[config.mk]
export PLATFORM = sky130hd
export DESIGN_NAME = urd_link_ctrl
export DESIGN_NICKNAME = d
export VERILOG_FILES = /design/src/hdl/urd_pkg.sv /design/src/hdl/urd_stream_if.sv /design/src/hdl/urd_buffer.sv /design/src/hdl/urd_link_ctrl.sv
export SDC_FILE = /design/constraint.sdc
export NUM_CORES = 1
export LEC_CHECK = 0
export BUFFER_PORTS_ARGS = -buffer_cell sky130_fd_sc_hd__clkbuf_2
export CELL_PAD_IN_SITES_DETAIL_PLACEMENT = 1
export CELL_PAD_IN_SITES_GLOBAL_PLACEMENT = 2
export CORE_MARGIN = 5
export CORE_UTILIZATION = 34
export CTS_CLUSTER_DIAMETER = 30
export CTS_CLUSTER_SIZE = 8
export DETAILED_ROUTE_END_ITERATION = 10
export PLACE_DENSITY_LB_ADDON = 0.1
export SLEW_MARGIN = 10
export SYNTH_ARGS = -nofsm -noshare
export SYNTH_HDL_FRONTEND = slang
export SYNTH_SLANG_ARGS = --single-unit
[constraint.sdc]
create_clock -name hclk -period 2.6 [get_ports hclk]
set_input_delay 0.26 -clock hclk [delete_from_list [all_inputs] [get_ports hclk]]
set_output_delay 0.26 -clock hclk [all_outputs]
set_load 0.02 [all_outputs]
[src/hdl/urd_pkg.sv]
package urd_pkg;

    // Register byte offsets and reset values.
    localparam logic [7:0]  REG_CTRL      = 8'h00;
    localparam logic [7:0]  REG_STATUS    = 8'h04;
    localparam logic [7:0]  REG_STRAP     = 8'h08;
    localparam logic [31:0] CTRL_RESET    = 32'h0000_0001;
    localparam int          CTRL_FWD_BIT  = 0;
    localparam int          ADDR_LSB      = 0;
    localparam int          ADDR_MSB      = 7;
    localparam int          HTRANS_ACTIVE = 1;

    // Status register fields.
    localparam int ST_STATE_LSB  = 0;
    localparam int ST_FOUND_LSB  = 4;
    localparam int ST_TERM_BIT   = 6;
    localparam int ST_IDLE_BIT   = 7;

    // Strap register: one byte per channel.
    localparam int STRAP_CH_W    = 8;
    localparam int STRAP_GAIN_LSB = 0;
    localparam int STRAP_AMP_BIT  = 2;
    localparam int STRAP_EMPH_LSB = 4;

    localparam int NUM_CH = 2;
    localparam int DATA_W = 32;
    localparam int BUF_DEPTH = 2;

    // Three-level strap codes, shared by the gain and emphasis selections.
    localparam logic [1:0] LVL_LOW   = 2'h0;
    localparam logic [1:0] LVL_FLOAT = 2'h1;
    localparam logic [1:0] LVL_HIGH  = 2'h2;
    // Gain: low 3 dB, floating 6 dB, high 9 dB.
    localparam logic [1:0] GAIN_3DB  = LVL_LOW;
    localparam logic [1:0] GAIN_6DB  = LVL_FLOAT;
    localparam logic [1:0] GAIN_9DB  = LVL_HIGH;
    // Emphasis: low 0 dB, floating -3.5 dB, high -6.2 dB.
    localparam logic [1:0] EMPH_0DB   = LVL_LOW;
    localparam logic [1:0] EMPH_3P5DB = LVL_FLOAT;
    localparam logic [1:0] EMPH_6P2DB = LVL_HIGH;
    // Amplitude: low 0.9 Vpp, high 1.1 Vpp.
    localparam logic AMP_0V9 = 1'b0;
    localparam logic AMP_1V1 = 1'b1;

    // Timing at the 40 MHz bus clock.
    localparam int CLK_MHZ        = 40;
    localparam int DET_PERIOD_US  = 12;
    localparam int DET_PERIOD_CYC = DET_PERIOD_US * CLK_MHZ;
    localparam int IDLE_TIME_NS   = 1000;
    localparam int IDLE_CYC       = (IDLE_TIME_NS * CLK_MHZ) / 1000;
    localparam int CNT_W          = 10;

    typedef enum logic [3:0] {
        ST_SHUT = 4'h1,
        ST_DISC = 4'h2,
        ST_U0   = 4'h4,
        ST_LOWP = 4'h8
    } urd_state_t;

endpackage : urd_pkg

[src/hdl/urd_stream_if.sv]
`timescale 1ns/1ps
interface urd_stream_if;
    logic [urd_pkg::DATA_W-1:0] data;
    logic                       valid;
    logic                       ready;
    modport src (output data, output valid, input ready);
    modport snk (input data, input valid, output ready);
endinterface : urd_stream_if

[src/hdl/urd_buffer.sv]
`timescale 1ns/1ps
// Two-entry buffer; every output comes from a flip-flop.
module urd_buffer (
    input  wire logic  hclk,
    input  wire logic  hresetn,
    input  wire logic  acc_en_next,
    urd_stream_if.snk  in_s,
    urd_stream_if.src  out_s
);
    logic [urd_pkg::DATA_W-1:0] mem_reg [urd_pkg::BUF_DEPTH];
    logic [urd_pkg::DATA_W-1:0] mem_next [urd_pkg::BUF_DEPTH];
    logic [1:0]                 cnt_reg, cnt_next;
    logic                       rdp_reg, rdp_next;
    logic                       wrp_reg, wrp_next;
    logic                       inr_reg, inr_next;
    logic                       take, give;
    logic [urd_pkg::DATA_W-1:0] head_reg, head_next;
    logic                       vld_reg, vld_next;

    always_comb begin
        take     = in_s.valid && inr_reg;
        give     = (cnt_reg != 2'h0) && out_s.ready;
        mem_next = mem_reg;
        wrp_next = wrp_reg;
        rdp_next = rdp_reg;
        if (take) begin
            mem_next[wrp_reg] = in_s.data;
            wrp_next          = ~wrp_reg;
        end
        if (give) begin
            rdp_next = ~rdp_reg;
        end
        cnt_next = cnt_reg + {1'b0, take} - {1'b0, give};
        inr_next = (cnt_next != 2'(urd_pkg::BUF_DEPTH)) && acc_en_next;
        // The head word and its valid are registered copies of what the next cycle holds.
        head_next = mem_next[rdp_next];
        vld_next  = (cnt_next != 2'h0);
    end

    always_ff @(posedge hclk or negedge hresetn) begin
        if (!hresetn) begin
            mem_reg <= '{default: '0};
            cnt_reg <= 2'h0;
            rdp_reg <= 1'b0;
            wrp_reg <= 1'b0;
            inr_reg <= 1'b0;
            head_reg <= '0;
            vld_reg <= 1'b0;
        end else begin
            mem_reg <= mem_next;
            cnt_reg <= cnt_next;
            rdp_reg <= rdp_next;
            wrp_reg <= wrp_next;
            inr_reg <= inr_next;
            head_reg <= head_next;
            vld_reg <= vld_next;
        end
    end

    assign in_s.ready  = inr_reg;
    assign out_s.valid = vld_reg;
    assign out_s.data  = head_reg;

endmodule : urd_buffer

[src/hdl/urd_link_ctrl.sv]
// Design decisions made here: the register offsets and the AHB-Lite register port.
`timescale 1ns/1ps
module urd_link_ctrl (
    input  wire logic        hclk,
    input  wire logic        hresetn,
    input  wire logic        hsel,
    input  wire logic [31:0] haddr,
    input  wire logic [1:0]  htrans,
    input  wire logic        hwrite,
    input  wire logic [2:0]  hsize,
    input  wire logic [31:0] hwdata,
    input  wire logic        hready,
    output logic             hreadyout,
    output logic [31:0]      hrdata,
    output logic             hresp,
    input  wire logic        detect_en,
    input  wire logic [1:0][1:0] rx_gain_strap,
    input  wire logic [1:0]  tx_amplitude_strap,
    input  wire logic [1:0][1:0] tx_emphasis_strap,
    input  wire logic [1:0]  lfps_present,
    input  wire logic [1:0]  ss_activity,
    input  wire logic        det_done,
    input  wire logic [1:0]  det_found,
    output logic             det_req,
    output logic             rx_term_en,
    output logic             tx_elec_idle,
    output logic [1:0][1:0]  rx_gain_sel,
    output logic [1:0]       tx_amp_sel,
    output logic [1:0][1:0]  tx_emph_sel,
    input  wire logic [31:0] rx_data,
    input  wire logic        rx_valid,
    output logic             rx_ready,
    output logic [31:0]      tx_data,
    output logic             tx_valid,
    input  wire logic        tx_ready
);

    // Comparator pair {above high threshold, above low threshold} to a level code.
    function automatic logic [1:0] strap_level(input logic [1:0] cmp);
        if (cmp[1]) begin
            return urd_pkg::LVL_HIGH;
        end else if (cmp[0]) begin
            return urd_pkg::LVL_FLOAT;
        end
        return urd_pkg::LVL_LOW;
    endfunction : strap_level

    urd_pkg::urd_state_t      state_reg, state_next;
    logic [urd_pkg::CNT_W-1:0] det_cnt_reg, det_cnt_next;
    logic [urd_pkg::CNT_W-1:0] idle_cnt_reg, idle_cnt_next;
    logic                     det_req_reg, det_req_next;
    logic                     term_reg, term_next;
    logic                     eidle_reg, eidle_next;
    logic [1:0]               found_reg, found_next;
    logic                     load_reg, load_next;
    logic [1:0][1:0]          gain_reg, gain_next;
    logic [1:0]               amp_reg, amp_next;
    logic [1:0][1:0]          emph_cfg_reg, emph_cfg_next;
    logic [1:0][1:0]          emph_reg, emph_next;

    always_comb begin
        state_next    = state_reg;
        det_cnt_next  = det_cnt_reg;
        idle_cnt_next = idle_cnt_reg;
        det_req_next  = 1'b0;
        found_next    = found_reg;
        load_next     = 1'b0;
        if (det_done) begin
            found_next = det_found;
        end
        case (state_reg)
            urd_pkg::ST_SHUT: begin
                found_next = 2'h0;
                if (detect_en) begin
                    state_next   = urd_pkg::ST_DISC;
                    load_next    = 1'b1;
                    det_cnt_next = '0;
                end
            end
            urd_pkg::ST_DISC, urd_pkg::ST_LOWP: begin
                if (det_cnt_reg == '0) begin
                    det_req_next = 1'b1;
                    det_cnt_next = urd_pkg::CNT_W'(urd_pkg::DET_PERIOD_CYC - 1);
                end else begin
                    det_cnt_next = det_cnt_reg - 1'b1;
                end
                if (state_reg == urd_pkg::ST_DISC) begin
                    if (det_done && (det_found == 2'h3)) begin
                        state_next    = urd_pkg::ST_U0;
                        idle_cnt_next = '0;
                    end
                end else if (det_done && (det_found != 2'h3)) begin
                    state_next   = urd_pkg::ST_DISC;
                end else if ((ss_activity != 2'h0) || (lfps_present != 2'h0)) begin
                    state_next    = urd_pkg::ST_U0;
                    idle_cnt_next = '0;
                end
            end
            urd_pkg::ST_U0: begin
                if ((ss_activity != 2'h0) || (lfps_present != 2'h0)) begin
                    idle_cnt_next = '0;
                end else if (idle_cnt_reg == urd_pkg::CNT_W'(urd_pkg::IDLE_CYC - 1)) begin
                    state_next   = urd_pkg::ST_LOWP;
                    det_cnt_next = urd_pkg::CNT_W'(urd_pkg::DET_PERIOD_CYC - 1);
                end else begin
                    idle_cnt_next = idle_cnt_reg + 1'b1;
                end
            end
            default: begin
                state_next = urd_pkg::ST_SHUT;
            end
        endcase
        if (!detect_en) begin
            state_next = urd_pkg::ST_SHUT;
        end
        term_next  = (state_next == urd_pkg::ST_U0) || (state_next == urd_pkg::ST_LOWP);
        eidle_next = (state_next != urd_pkg::ST_U0) && (lfps_present == 2'h0);
    end

    always_ff @(posedge hclk or negedge hresetn) begin
        if (!hresetn) begin
            state_reg    <= urd_pkg::ST_SHUT;
            det_cnt_reg  <= '0;
            idle_cnt_reg <= '0;
            det_req_reg  <= 1'b0;
            term_reg     <= 1'b0;
            eidle_reg    <= 1'b1;
            found_reg    <= 2'h0;
            load_reg     <= 1'b0;
        end else begin
            state_reg    <= state_next;
            det_cnt_reg  <= det_cnt_next;
            idle_cnt_reg <= idle_cnt_next;
            det_req_reg  <= det_req_next;
            term_reg     <= term_next;
            eidle_reg    <= eidle_next;
            found_reg    <= found_next;
            load_reg     <= load_next;
        end
    end

    // Per-channel strap decode and the LFPS emphasis override.
    for (genvar ch = 0; ch < urd_pkg::NUM_CH; ch++) begin : g_ch
        always_comb begin
            gain_next[ch]     = gain_reg[ch];
            amp_next[ch]      = amp_reg[ch];
            emph_cfg_next[ch] = emph_cfg_reg[ch];
            if (load_next) begin
                gain_next[ch]     = strap_level(rx_gain_strap[ch]);
                amp_next[ch]      = tx_amplitude_strap[ch] ? urd_pkg::AMP_1V1
                                                           : urd_pkg::AMP_0V9;
                emph_cfg_next[ch] = strap_level(tx_emphasis_strap[ch]);
            end
            emph_next[ch] = lfps_present[ch] ? urd_pkg::EMPH_0DB
                                             : emph_cfg_next[ch];
        end
    end

    always_ff @(posedge hclk or negedge hresetn) begin
        if (!hresetn) begin
            gain_reg     <= '0;
            amp_reg      <= '0;
            emph_cfg_reg <= '0;
            emph_reg     <= '0;
        end else begin
            gain_reg     <= gain_next;
            amp_reg      <= amp_next;
            emph_cfg_reg <= emph_cfg_next;
            emph_reg     <= emph_next;
        end
    end

    // AHB-Lite slave, zero wait states, always OKAY.
    logic [31:0] ctrl_reg, ctrl_next;
    logic [31:0] rdata_reg, rdata_next;
    logic [7:0]  waddr_reg, waddr_next;
    logic        wpend_reg, wpend_next;
    logic        aphase;
    logic [31:0] ctrl_now;

    always_comb begin
        aphase     = hsel && hready && htrans[urd_pkg::HTRANS_ACTIVE];
        ctrl_next  = ctrl_reg;
        if (wpend_reg && (waddr_reg == urd_pkg::REG_CTRL)) begin
            ctrl_next = hwdata;
        end
        ctrl_now   = ctrl_next;
        wpend_next = aphase && hwrite;
        waddr_next = haddr[urd_pkg::ADDR_MSB:urd_pkg::ADDR_LSB];
        rdata_next = 32'h0000_0000;
        if (aphase && !hwrite) begin
            case (haddr[urd_pkg::ADDR_MSB:urd_pkg::ADDR_LSB])
                urd_pkg::REG_CTRL: begin
                    rdata_next[urd_pkg::CTRL_FWD_BIT] = ctrl_now[urd_pkg::CTRL_FWD_BIT];
                end
                urd_pkg::REG_STATUS: begin
                    rdata_next[urd_pkg::ST_STATE_LSB +: 4] = state_reg;
                    rdata_next[urd_pkg::ST_FOUND_LSB +: 2] = found_reg;
                    rdata_next[urd_pkg::ST_TERM_BIT]       = term_reg;
                    rdata_next[urd_pkg::ST_IDLE_BIT]       = eidle_reg;
                end
                urd_pkg::REG_STRAP: begin
                    for (int c = 0; c < urd_pkg::NUM_CH; c++) begin
                        rdata_next[c*urd_pkg::STRAP_CH_W + urd_pkg::STRAP_GAIN_LSB +: 2] =
                            gain_reg[c];
                        rdata_next[c*urd_pkg::STRAP_CH_W + urd_pkg::STRAP_AMP_BIT] =
                            amp_reg[c];
                        rdata_next[c*urd_pkg::STRAP_CH_W + urd_pkg::STRAP_EMPH_LSB +: 2] =
                            emph_cfg_reg[c];
                    end
                end
                default: begin
                    rdata_next = 32'h0000_0000;
                end
            endcase
        end
    end

    always_ff @(posedge hclk or negedge hresetn) begin
        if (!hresetn) begin
            ctrl_reg  <= urd_pkg::CTRL_RESET;
            rdata_reg <= 32'h0000_0000;
            waddr_reg <= 8'h00;
            wpend_reg <= 1'b0;
        end else begin
            ctrl_reg  <= ctrl_next;
            rdata_reg <= rdata_next;
            waddr_reg <= waddr_next;
            wpend_reg <= wpend_next;
        end
    end

    // Words are accepted only in U0 and only while forwarding is enabled by software; buffered words drain in any state.
    urd_stream_if in_s ();
    urd_stream_if out_s ();
    logic acc_en_next;

    assign acc_en_next = (state_next == urd_pkg::ST_U0) && ctrl_next[urd_pkg::CTRL_FWD_BIT];
    assign in_s.data   = rx_data;
    assign in_s.valid  = rx_valid;
    assign out_s.ready = tx_ready;

    urd_buffer urd_buffer_inst (
        .hclk        (hclk),
        .hresetn     (hresetn),
        .acc_en_next (acc_en_next),
        .in_s        (in_s),
        .out_s       (out_s)
    );

    assign rx_ready     = in_s.ready;
    assign tx_data      = out_s.data;
    assign tx_valid     = out_s.valid;
    assign hreadyout    = 1'b1;
    assign hresp        = 1'b0;
    assign hrdata       = rdata_reg;
    assign det_req      = det_req_reg;
    assign rx_term_en   = term_reg;
    assign tx_elec_idle = eidle_reg;
    assign rx_gain_sel  = gain_reg;
    assign tx_amp_sel   = amp_reg;
    assign tx_emph_sel  = emph_reg;
endmodule : urd_link_ctrl

=== Word-level counts from Yosys, hierarchy flattened ===
Index checks and enable logic that the tools add are counted.

* Mux-type cells: 73
* Eq/ne operators: 20
* Bitwise operators: 4
* $add $sub $neg: 4
* $lt $le $gt $ge: 3
* Reduce and logical (&&, ||, !) cells: 30

{| class="wikitable"
|+ Operators with widths
! kind !! count
|-
| $mux 32 || 4
|-
| $mux 10 || 10
|-
| $bwmux 64 || 1
|-
| $mux 64 || 1
|-
| $mux 2 || 20
|-
| $demux 32 s1 || 1
|-
| $pmux 10 s3 || 1
|-
| $mux 4 || 7
|-
| $mux 1 || 21
|-
| $pmux 10 s2 || 1
|-
| $logic_not 8->1 || 2
|-
| $mux 14 || 1
|-
| $logic_and 1x1->1 || 13
|-
| $ne 3x3->1 const B || 4
|-
| $pmux 4 s3 || 1
|-
| $reduce_bool 2->1 || 6
|-
| $add 10x1->10 const B || 1
|-
| $eq 10x6->1 const B || 1
|-
| $logic_not 10->1 || 1
|-
| $ne 2x2->1 const B || 5
|-
| $sub 10x1->10 const B || 1
|-
| $eq 4x3->1 const B || 2
|-
| $eq 4x4->1 const B || 2
|-
| $eq 8x3->1 const B || 1
|-
| 21 further kinds || 26
|}

* Flip-flop bits (word level): 187
* Logic and storage cells: 160
* Output and inout port bits: 81

=== Logic depth before layout (Yosys ltp) ===
Gate-level depths: netlist (run 1).

* Depth after elaboration: 10
* Gate-level depth with buffers: 9
* Depth with buffers taken out: 9

=== By module ===
From an unflattened synthesis (run 1), not the netlist that was laid out.

* Cells, all modules: 721
* Area total of the unflattened synthesis: 7810.0 µm²

{| class="wikitable"
|+ Modules (own cells, without submodules)
! module !! instances !! area an instance (µm²) !! sequential area each (µm²) !! cells an instance
|-
| urd_buffer || 1 || 4598.2 || 2552.4 || 410
|-
| urd_link_ctrl || 1 || 3211.8 || 1655.3 || 311
|}

=== Worst setup path after synthesis (run 1) ===
OpenSTA, ideal clock, no wires.

* Path kind: reg-to-reg
* From: register state_reg[0]
* To: register det_cnt_reg[7] in the netlist's numbering
* Arrival time: 1.914 ns
* Setup slack: 0.560 ns
* Stages on the path, launching flop included: 7
* Clock period less this slack: 2.040 ns
* Cells stage by stage: dfstp_2 buf_6 or3b_1 or2_1 buf_6 a22o_4 o32a_1

* Longest elaborated chain between the ends: 4
* Elaborated cells between the ends (all ways): 11
* Classes of those cells: 7 x eq/ne; 1 x mux; 3 x reduce/logical

{| class="wikitable"
|+ Ends and longest elaborated chain
! item !! RTL line !! RTL
|-
| start: declaration || urd_link_ctrl.sv:48 || <nowiki>urd_pkg::urd_state_t state_reg, state_next;</nowiki>
|-
| start signal: assignment || urd_link_ctrl.sv:122 || <nowiki>state_reg <= urd_pkg::ST_SHUT;</nowiki>
|-
| start signal: assignment || urd_link_ctrl.sv:131 || <nowiki>state_reg <= state_next;</nowiki>
|-
| $eq 4x2->1 or $eq 4x4->1 (tied branches) || urd_link_ctrl.sv:71 || <nowiki>case (state_reg)</nowiki>
|-
| $reduce_or 2->1 || urd_link_ctrl.sv:71 ||
|-
| $reduce_bool 3->1 (no source line) || -- ||
|-
| $reduce_and 4->1 (no source line) || -- ||
|-
| end signal: assignment || urd_link_ctrl.sv:132 || <nowiki>det_cnt_reg <= det_cnt_next;</nowiki>
|-
| end: declaration || urd_link_ctrl.sv:49 || <nowiki>logic [urd_pkg::CNT_W-1:0] det_cnt_reg, det_cnt_next;</nowiki>
|}

Several ways; a longest one is shown, not always the timed one.
A chain may end at the register's enable or synchronous reset.

=== Worst setup path in the final report (run 1) ===
* From: register urd_buffer_inst.cnt_reg[1]
* To: register urd_buffer_inst.head_reg, in the netlist urd_buffer_inst.out_s.data[28]

* Longest elaborated chain between the ends: 7

{| class="wikitable"
|+ Ends and longest elaborated chain
! item !! RTL line !! RTL
|-
| start: declaration || urd_buffer.sv:12 || <nowiki>logic [1:0] cnt_reg, cnt_next;</nowiki>
|-
| start signal: assignment || urd_buffer.sv:51 || <nowiki>cnt_reg <= cnt_next;</nowiki>
|-
| $reduce_bool 2->1 || urd_buffer.sv:22 || <nowiki>give = (cnt_reg != 2'h0) && out_s.ready;</nowiki>
|-
| $logic_and 1x1->1 || urd_buffer.sv:22 ||
|-
| $mux 1 || urd_buffer.sv:30 || <nowiki>if (give) begin</nowiki>
|-
| $not 1->2 (implied by the code) || urd_buffer.sv:36 || <nowiki>head_next = mem_next[rdp_next];</nowiki>
|-
| $mux 32 (implied by the code) (3 in series) || urd_buffer.sv:36 ||
|-
| net urd_buffer_inst.head_next (one bit) || urd_buffer.sv:17 || <nowiki>logic [urd_pkg::DATA_W-1:0] head_reg, head_next;</nowiki>
|-
| end signal: assignment || urd_buffer.sv:55 || <nowiki>head_reg <= head_next;</nowiki>
|-
| end: declaration || urd_buffer.sv:17 ||
|}

The timed path passes the listed nets, and every way through them passes these cells. The select of a mux whose other input is x is not followed.

==> results.py, run 1 <==
metrics = {
    "status": {
        "status": "finished clean",
    },
    "layout": {
        "seq_area_um2": 4210,
        "fin_nets": 911,
        "largest_reg_flops": 64,
        "multiInputGateArea_um2": 3210,
        "instances_no_fill": 1078,
        "diodes": 0,
        "fill_cells": 2447,
        "final_util_pct": 41.4,
        "areaGrowthSynthToFinish_pct": 20.5,
        "layout-drive-gt1-share_pct": 32.7,
    },
    "setup_path": {
        "worstPathMaxFanout": 30,
        "r2r-start": "urd_buffer_inst.cnt_reg[1]",
        "crit_required_ns": 2.93,
        "slowest_stage": "dfrtp_1",
        "cpPeakStageDelay_ns": 0.39,
        "worstSetupPathType": "register to register",
        "crit_chain": "o21ai_1 -> xor2_4 -> inv_2 -> nand2_1 -> buf_4 -> o221ai_1 -> a22oi_1",
        "critPathLaunchType": "register",
        "worstRegToRegCells": 7,
        "end_kind": "register",
        "path_buf_inv": 2,
        "reg2reg_slack_ns": 0.33,
        "arrival_ns": 2.60,
        "reg2reg_to": "urd_buffer_inst.out_s.data[28]",
        "cp_top_family": "compound AO/OA/AOI/OAI gates",
    },
    "yosys": {
        "ys_types": 59,
        "synth.top_cell.area_share_pct": 53.2,
        "synth_compound_area_share_pct": 15.8,
        "syn_inst": 653,
        "synth_top_family_by_area": "compound AO/OA/AOI/OAI gates",
        "synthFlopType": "dfrtp_1",
        "ys_ff_latch": 168,
        "synth_edf_count": 0,
        "synth_top_area_cell": "dfrtp_1",
        "async_flop_share_pct": 100,
        "yosys_warnings": 0,
        "yosysSeqAreaShare_pct": 54.2,
        "synthSimpleGateAreaFrac_pct": 8.61,
        "synth_area_leaders": "dfrtp_1, mux2_2, o221ai_1",
        "synth_area_um2": 7760,
        "synthAdderAreaFrac_pct": 0.645,
        "synth_xor_area_share_pct": 0.774,
        "synthMuxAreaShare_pct": 14.3,
        "avgSynthCellArea_um2": 11.9,
    },
    "floorplan": {
        "die_w_um": 161,
        "start_util_pct": 34.4,
        "placementRows": 55,
        "dieArea_um2": 25900,
        "core_um2": 22600,
        "die_height_um": 161,
        "io_pins": 207,
    },
    "global_route": {
        "first_global_vias": 6571,
        "grt_overflow": 0,
        "grt_max_degree": 68,
        "grt_pass1_wl_um": 36400,
        "antenna_found_initial": 1,
        "grt_use_total_pct": 17.6,
    },
    "route": {
        "vias_per_cell": 5.41,
        "wl_per_cell_um": 20.9,
        "drt_iter0_markers": 315,
        "dr.pass1.iters": 4,
        "vias": 5835,
        "ant_nets": 0,
        "drc": 0,
        "drt-total-wl_um": 22500,
    },
    "timing": {
        "worst_pin_slew_ns": 0.677,
        "min_period_ns": 2.27,
        "finalSetupViolations": 0,
        "fin_crit_sh_pct": 87.1,
        "report.final.slew_viol_count": 0,
        "fin_worst_skew_ns": 0.00945,
        "fmax_mhz": 441,
        "setup_tns_ns": 0,
        "rsz0062_at_grt": "false",
        "slew-limit-headroom_pct": 54.5,
        "hold_viol_final": 0,
    },
    "worst_hold_path": {
        "hold_end": "tx_elec_idle",
        "hp-class": "primary input to register",
        "holdCritStartpoint": "lfps_present[0]",
        "hold_depth": 2,
    },
    "cts": {
        "cts_resized": 0,
        "post_cts.repair.setup_buffers": 0,
        "cts_num_sinks": 168,
        "numCtsBuffers": 17,
        "clock_path_buffers": 2,
        "worstSkewPairLatency_ns": 0.43,
        "path_clk_slew_ns": 0.07,
        "ctsRootBufferMaster": "clkbuf_16",
        "ctsHoldBuffers": 9,
        "cts_tree": "yes",
        "cts_htree_levels": 4,
    },
    "placed_design": {
        "dp_hpwl_um": 15000,
        "place_inst": 1038,
        "gp_congestion": 0.759,
        "port_buffers": 126,
    },
    "power_and_ir_drop": {
        "powerDensity_nw_per_um2": 869,
        "total_power_mw": 8.13,
        "power.leakage_nw": 4.49,
        "ir_worst_vdd_v": 0.000571,
    },
    "job": {
        "drv_cap": 0,
    },
}
==> how the worst max path moves through the flow <==
stage / startpoint / depth (start not counted) / to / slack, ns
after global placement: urd_buffer_inst.cnt_reg[1] / 7 / urd_buffer_inst.out_s.data[7] / 0.40
after global routing: idle_cnt_reg[0] / 7 / idle_cnt_reg[6] / 0.12
final: urd_buffer_inst.cnt_reg[1] / 7 / urd_buffer_inst.out_s.data[28] / 0.33
after detailed placement: urd_buffer_inst.cnt_reg[1] / 7 / urd_buffer_inst.out_s.data[28] / 0.34
after floorplan: state_reg[0] / 6 / det_cnt_reg[7] / 0.56
after CTS: urd_buffer_inst.cnt_reg[1] / 7 / urd_buffer_inst.out_s.data[28] / 0.33
==> through the flow <==
stage	worst slack, ns	instance area [µm²]	hold slack, ns
6_report	0.335	9350	0.0646
5_1_grt	0.122	9350	0.0535
4_1_cts	0.329	9350	0.0460
3_5_place_dp	0.337	8660	0.314
3_3_place_gp	0.401	8660	0.301
2_1_floorplan	0.560	7830	-0.0356
==> placed cells by master, fill, tap and decap left out, drive strengths merged, types with 5 or more instances in the layout <==
cell,n
nor3,9
mux2,69
dlygate4sd3,9
a22oi,37
and3,5
nor2,27
inv,19
clkbuf,143
o31ai,5
nand2,29
a21oi,11
conb,21
a31oi,7
mux2i,33
and2,7
o21ai,30
nor2b,8
nand2b,8
dfrtp,165
nand3,10
buf,22
o221ai,62
==> power breakdown <==
group          internal [mW]  switching [mW]
Clock                   1.52            1.09
Sequential              2.89           0.189
Combinational          0.947            1.48
Total                   5.36            2.77
==> cell usage after synthesis, types with 2 or more instances <==
library cell / number
nor3_1: 8
nand3b_1: 3
nand3_1: 10
nor4_1: 2
and2_1: 7
nand4_1: 3
inv_1: 13
o21ai_1: 7
nand2b_1: 8
o221ai_1: 62
nor2b_1: 8
and3_1: 5
o21ai_0: 22
xnor2_1: 3
xor2_1: 2
conb_1: 2
nand2_1: 29
o41ai_1: 4
clkinv_1: 2
nor2_1: 27
buf_4: 22
dfrtp_1: 165
a22oi_1: 37
dfstp_2: 3
buf_2: 10
ha_1: 4
mux2_2: 69
buf_6: 4
a21oi_1: 10
or2_1: 2
clkbuf_1: 29
o31ai_1: 5
a31oi_1: 7
nor3b_1: 2
mux2i_1: 33
==> layer usage <==
metal	GRT usage [%]	wire length [µm]	vias up
met2	31.9	11900	107
li1	-	-	2677
met5	0	20	-
met3	3.85	665	20
met1	21.5	9740	3029
met4	4.15	205	2
==> cell type report <==
class,instances,share of cell area (%)
sequential,168,45.0
multi-input combinational,422,34.3
timing repair buffer,156,9.86
clock buffer,18,4.59
tap,285,3.81
clock inverter,13,1.81
inverter,16,0.642
==> kinds of logic (layout without fill, tap and decap cells) <==
family	count (synthesis)	after routing
buffers and inverters	82	203
xor gates and xnor gates	6	6
muxes	102	102
other	2	21
and+or+nand+nor	125	125
AOI/OAI and AO/OA	164	164
adders and majority gates	4	4
DFF	168	168
Note: power is estimated with default switching activity, not from simulation.
==> run 2, diff against run 1 <==
- CORE_UTILIZATION: 34 -> 33
- SYNTH_HIERARCHICAL: not set -> 1
==> results.py, run 2 <==
metrics = {
    "global_route": {
        "antenna_found_initial": 1,
        "grt_use_total_pct": 17.2,
        "first_global_vias": 6809,
        "grt_max_degree": 66,
        "grt_pass1_wl_um": 36300,
        "grt_overflow": 0,
    },
    "setup_path": {
        "reg2reg_to": "det_cnt_reg[5]",
        "worstSetupPathType": "register to register",
        "crit_chain": "or4b_1 -> o211ai_1 -> o21ai_0 -> o31ai_1",
        "slowest_stage": "or4b_1",
        "cp_top_family": "compound AO/OA/AOI/OAI gates",
        "worstRegToRegCells": 4,
        "crit_required_ns": 2.92,
        "worstPathMaxFanout": 13,
        "path_buf_inv": 0,
        "r2r-start": "state_reg[1]",
        "cpPeakStageDelay_ns": 0.75,
        "critPathLaunchType": "register",
        "end_kind": "register",
        "arrival_ns": 2.48,
        "reg2reg_slack_ns": 0.44,
    },
    "worst_hold_path": {
        "hold_depth": 2,
        "hp-class": "primary input to register",
        "holdCritStartpoint": "tx_amplitude_strap[1]",
        "hold_end": "tx_amp_sel[1]",
    },
    "power_and_ir_drop": {
        "ir_worst_vdd_v": 0.000497,
        "powerDensity_nw_per_um2": 796,
        "pwr-share-comb_pct": 26.0,
        "switching_share_pct": 33.8,
        "intPower_mw": 4.98,
        "power.leakage_nw": 4.48,
        "p_clk_share_pct": 34.3,
        "switchingPower_mw": 2.54,
        "pwr-share-seq_pct": 39.7,
    },
    "placed_design": {
        "place_inst": 1141,
        "dp_hpwl_um": 15300,
        "gp_congestion": 0.734,
        "port_buffers": 126,
        "dpl_cell_area_um2": 8760,
    },
    "yosys": {
        "yosys-top-cells-count": "dfrtp_1, mux2_2, nand2_1, a21oi_1, and3_1",
        "yosysSeqAreaShare_pct": 53.9,
        "synth.top_cell.area_share_pct": 52.9,
        "ys_ff_latch": 168,
        "avgSynthCellArea_um2": 10.8,
        "synth_top_area_cell": "dfrtp_1",
        "synth_area_um2": 7810,
        "synthFlopType": "dfrtp_1",
        "ys_types": 60,
        "synth_edf_count": 0,
        "syn_inst": 721,
        "synth.most_common_cell": "dfrtp_1",
        "yosys_warnings": 6,
        "async_flop_share_pct": 100,
        "synth_area_leaders": "dfrtp_1, mux2_2, and3_1",
    },
    "floorplan": {
        "die_w_um": 164,
        "placementRows": 56,
        "core_um2": 23400,
        "start_util_pct": 33.4,
        "die_height_um": 164,
        "dieArea_um2": 26800,
        "io_pins": 207,
    },
    "route": {
        "vias": 6106,
        "drc": 0,
        "ant_nets": 0,
        "drt-total-wl_um": 22600,
        "vias_per_cell": 5.17,
        "dr.pass1.iters": 4,
        "drt_iter0_markers": 235,
        "wl_per_cell_um": 19.1,
    },
    "layout": {
        "final_common_cell": "dfrtp_1",
        "fill_cells": 2621,
        "areaGrowthSynthToFinish_pct": 20.9,
        "layout-drive-gt1-share_pct": 31.4,
        "instances_no_fill": 1181,
        "seq_area_um2": 4210,
        "largest_reg_flops": 64,
        "mostFrequentLayoutCells": "dfrtp_1, clkbuf_2, mux2_2, nand2_1, a21oi_1",
        "design_area_um2": 9440,
        "multiInputGateArea_um2": 3250,
        "fin_nets": 980,
    },
    "cts": {
        "ctsHoldBuffers": 9,
        "cts_tree": "yes",
        "cts_resized": 0,
        "clock_path_buffers": 2,
        "ctsRootBufferMaster": "clkbuf_16",
        "post_cts.repair.setup_buffers": 0,
        "cts_htree_levels": 4,
        "path_clk_slew_ns": 0.07,
        "worstSkewPairLatency_ns": 0.42,
        "cts_num_sinks": 168,
        "numCtsBuffers": 17,
    },
    "timing": {
        "min_period_ns": 2.16,
        "hold_viol_final": 0,
        "fin_worst_skew_ns": 0.0133,
        "hold_slack_ns": 0.0676,
        "slew-limit-headroom_pct": 47.5,
        "report.final.slew_viol_count": 0,
        "fmax_mhz": 463,
        "setup_tns_ns": 0,
        "worst_pin_slew_ns": 0.788,
        "rsz0062_at_grt": "false",
        "finalSetupViolations": 0,
        "fin_crit_sh_pct": 83.0,
    },
    "job": {
        "drv_cap": 0,
    },
    "status": {
        "status": "finished clean",
    },
}
==> run 2: changes by cell type after synthesis, moves of 16 or more <==
cell      before  now
clkbuf_1      29   13
buf_2         10   31
mux2i_1       33    4
o22ai_1        1   32
a22oi_1       37    6
nand3_1       10   35
a21oi_1       10   45
o221ai_1      62    0
and3_1         5   38
nand2_1       29   52
a31oi_1        7   35
==> run 2: power by group through the flow <==
stage | clock [mW] | combinational [mW] | sequential [mW]
after CTS | 2.67 | 1.98 | 2.98
after floorplan | 0 | 1.33 | 3.04
after global routing | 2.78 | 2.16 | 3.01
after global placement | 0 | 1.85 | 3.02
after detailed placement | 0 | 1.96 | 3.03
final | 2.58 | 1.95 | 2.98
==> run 2: final cells by class <==
type,instances,area share (%)
diodes,1,0.0265
clock buffers,19,4.69
clock inverters,11,1.55
inverters,12,0.477
multi-input cells,492,34.4
flip-flops and latches,168,44.6
well taps,319,4.23
repair buffers,159,10.0
==> run 2: routing by layer <==
| metal | vias up | global-route usage, % | share of wire [%] |
|---|---|---|---|
| li1 | 2825 | - | - |
| met1 | 3161 | 20.3 | 41 |
| met2 | 93 | 31.4 | 54 |
| met3 | 27 | 3.14 | 3.2 |
| met4 | 0 | 5.83 | 1.6 |
| met5 | - | 0 | 0 |
==> run 2: through the flow <==
step	utilization, %	setup slack [ns]	power (mW)
6_report	40.3	0.441	7.51
5_1_grt	40.3	0.179	7.94
4_1_cts	40.3	0.373	7.63
3_5_place_dp	37.4	0.397	5.00
3_3_place_gp	37.4	0.402	4.87
2_1_floorplan	-	0.589	4.37
==> run 2: worst max path at each step <==
stage	start	to	slack (ns)	cells after the start
finish	state_reg[1]	det_cnt_reg[5]	0.44	4
CTS	state_reg[1]	det_cnt_reg[5]	0.37	4
global placement	state_reg[1]	det_cnt_reg[9]	0.40	4
detailed placement	state_reg[1]	det_cnt_reg[5]	0.40	4
global route	state_reg[1]	det_cnt_reg[3]	0.18	5
floorplan	urd_buffer_inst/in_s.ready	urd_buffer_inst/in_s.ready	0.59	10
==> run 2: kinds of logic after synthesis <==
group | share of synthesized area, %
buffers and inverters | 5.59
AO/OA/AOI/OAI | 12.9
adder cells (fa/ha/maj) | 0.641
multiplexers | 11.2
other | 0.0962
AND/OR/NAND/NOR | 15.0
flip-flops | 53.9
XOR/XNOR | 0.657
==> run 3, diff against run 2 <==
- CORE_UTILIZATION: 33 -> 30
- clock period: 2.6 -> 1.75 ns (I/O delays scaled with it)
==> results.py, run 3 (same netlist as run 2, synthesis figures left out) <==
metrics = {
    "placed_design": {
        "place_ws_ns": -0.231,
        "port_buffers": 126,
        "dpl_cell_area_um2": 9380,
        "gp_congestion": 0.795,
        "place_inst": 1221,
        "dp_hpwl_um": 16400,
    },
    "power_and_ir_drop": {
        "powerDensity_nw_per_um2": 1290,
        "total_power_mw": 14.8,
        "power.leakage_nw": 5.38,
        "ir_worst_vdd_v": 0.000790,
    },
    "cts": {
        "numCtsBuffers": 17,
        "cts_tree": "yes",
        "path_clk_slew_ns": 0.07,
        "cts_htree_levels": 4,
        "clock_path_buffers": 2,
        "cts_num_sinks": 168,
        "ctsRootBufferMaster": "clkbuf_16",
        "worstSkewPairLatency_ns": 0.43,
    },
    "setup_path": {
        "slowest_stage": "dfrtp_1",
        "critPathLaunchType": "register",
        "arrival_ns": 2.18,
        "end_kind": "register",
        "crit_chain": "o21ai_2 -> buf_6 -> xor2_4 -> buf_6 -> buf_6 -> buf_16 -> a31oi_1 -> and3_4 -> a21oi_2",
        "worstSetupPathType": "register to register",
        "crit_required_ns": 2.05,
        "cpPeakStageDelay_ns": 0.39,
        "crit_path_frequent_cell": "buf_6",
        "worstPathMaxFanout": 7,
    },
    "timing": {
        "report.final.slew_viol_count": 0,
        "min_period_ns": 1.88,
        "worst_pin_slew_ns": 0.564,
        "hold_viol_final": 0,
        "slew-limit-headroom_pct": 62.3,
        "finalSetupViolations": 41,
        "fmax_mhz": 532,
        "fin_worst_skew_ns": 0.0119,
        "setup_ws_ns": -0.130,
        "rsz0062_at_grt": "true",
        "fin_crit_sh_pct": 107,
    },
    "global_route": {
        "grt_pass1_wl_um": 39100,
        "grt_overflow": 0,
        "grt_max_degree": 57,
        "antenna_found_initial": 0,
        "grt_use_total_pct": 16.9,
        "first_global_vias": 7100,
    },
    "layout": {
        "layout-drive-gt1-share_pct": 51.3,
        "final_util_pct": 44.6,
        "mostFrequentLayoutCells": "dfrtp_1, clkbuf_2, buf_4, mux2_2, nand2_1",
        "diodes": 0,
        "final_common_cell": "dfrtp_1",
        "seq_area_um2": 4210,
        "multiInputGateArea_um2": 3960,
        "instances_no_fill": 1308,
        "areaGrowthSynthToFinish_pct": 47.4,
        "fill_cells": 2802,
        "largest_reg_flops": 64,
        "design_area_um2": 11500,
        "fin_nets": 1090,
    },
    "route": {
        "ant_nets": 0,
        "drt-total-wl_um": 27200,
        "wl_per_cell_um": 20.8,
        "dr.pass1.iters": 6,
        "vias": 6648,
        "vias_per_cell": 5.08,
        "drt_iter0_markers": 357,
        "drc": 0,
    },
    "floorplan": {
        "die_w_um": 171,
        "core_um2": 25800,
        "start_util_pct": 30.2,
        "die_height_um": 171,
        "placementRows": 59,
        "io_pins": 207,
        "dieArea_um2": 29400,
    },
    "status": {
        "violations": "negative setup slack",
        "status": "finished with violations",
    },
    "worst_hold_path": {
        "hp-class": "primary input to register",
    },
    "job": {
        "drv_cap": 0,
    },
}
-- run 3: where the power goes --
group / switching [mW] / internal [mW] / leakage (nW)
logic: 3.32 / 3.08 / 2.80
clock network: 1.68 / 2.33 / 0.310
registers: 0.244 / 4.18 / 2.27
total: 5.25 / 9.59 / 5.38
-- run 3: timing repair --
| item | in CTS | in global routing |
|---|---|---|
| setup buffers | 9 | 14 |
| gates cloned | 4 | 15 |
| endpoints found under the hold margin | 56 | 0 |
| hold buffers | 16 | 0 |
| pin swaps | 14 | 44 |
| gates resized for setup | 30 | 155 |
| setup endpoints to repair | 44 | 74 |
-- run 3: final timing paths --
| kind | to | slack [ns] | cells past startpoint | start |
|---|---|---|---|---|
| max | urd_buffer_inst/out_s.data[31] | -0.13 | 9 | urd_buffer_inst/cnt_reg[1] |
| min | waddr_reg[7] | 0.009 | 1 | haddr[7] |
| max reg2reg | urd_buffer_inst/out_s.data[31] | -0.13 | 9 | urd_buffer_inst/cnt_reg[1] |
| min reg2reg | hrdata[12] | 0.50 | 1 | emph_cfg_reg[2] |
| max in group asynchronous | urd_buffer_inst/in_s.ready | 0.79 | 3 | hresetn |
| min in group asynchronous | urd_buffer_inst/out_s.data[4] | 0.25 | 2 | hresetn |
-- run 3: cell type report --
| type | instances | share of cell area, % |
|---|---|---|
| inverters | 12 | 0.522 |
| repair inverters | 1 | 0.0978 |
| multi-input cells | 492 | 34.4 |
| well taps | 335 | 3.64 |
| clock inverters | 14 | 1.57 |
| flip-flops and latches | 168 | 36.6 |
| clock buffers | 18 | 3.81 |
| repair buffers | 268 | 19.4 |
-- run 3: per-layer routing --
layer	track usage, %	up-vias	part of all wire [%]
li1	-	3049	-
met1	21.1	3431	41
met2	30.3	139	54
met3	2.96	29	3.6
met4	4.62	0	1.9
met5	0	-	0
-- run 3: through the flow --
step / setup TNS, ns / hold WS (ns)
5_1_grt: -6.35 / 0.00157
6_report: -1.48 / 0.00919
3_3_place_gp: -2.35 / 0.136
2_1_floorplan: -0.218 / -0.121
3_5_place_dp: -2.97 / 0.138
4_1_cts: -0.515 / 0.000529
-- run 3: worst max-delay path, delay by kind of cell (launching register included) --
family / cells / cell delay, ns
AOI/OAI and AO/OA: 3 / 0.49
DFF: 1 / 0.39
and+or+nand+nor: 1 / 0.25
xor gates and xnor gates: 1 / 0.06
buffers and inverters: 4 / 0.56
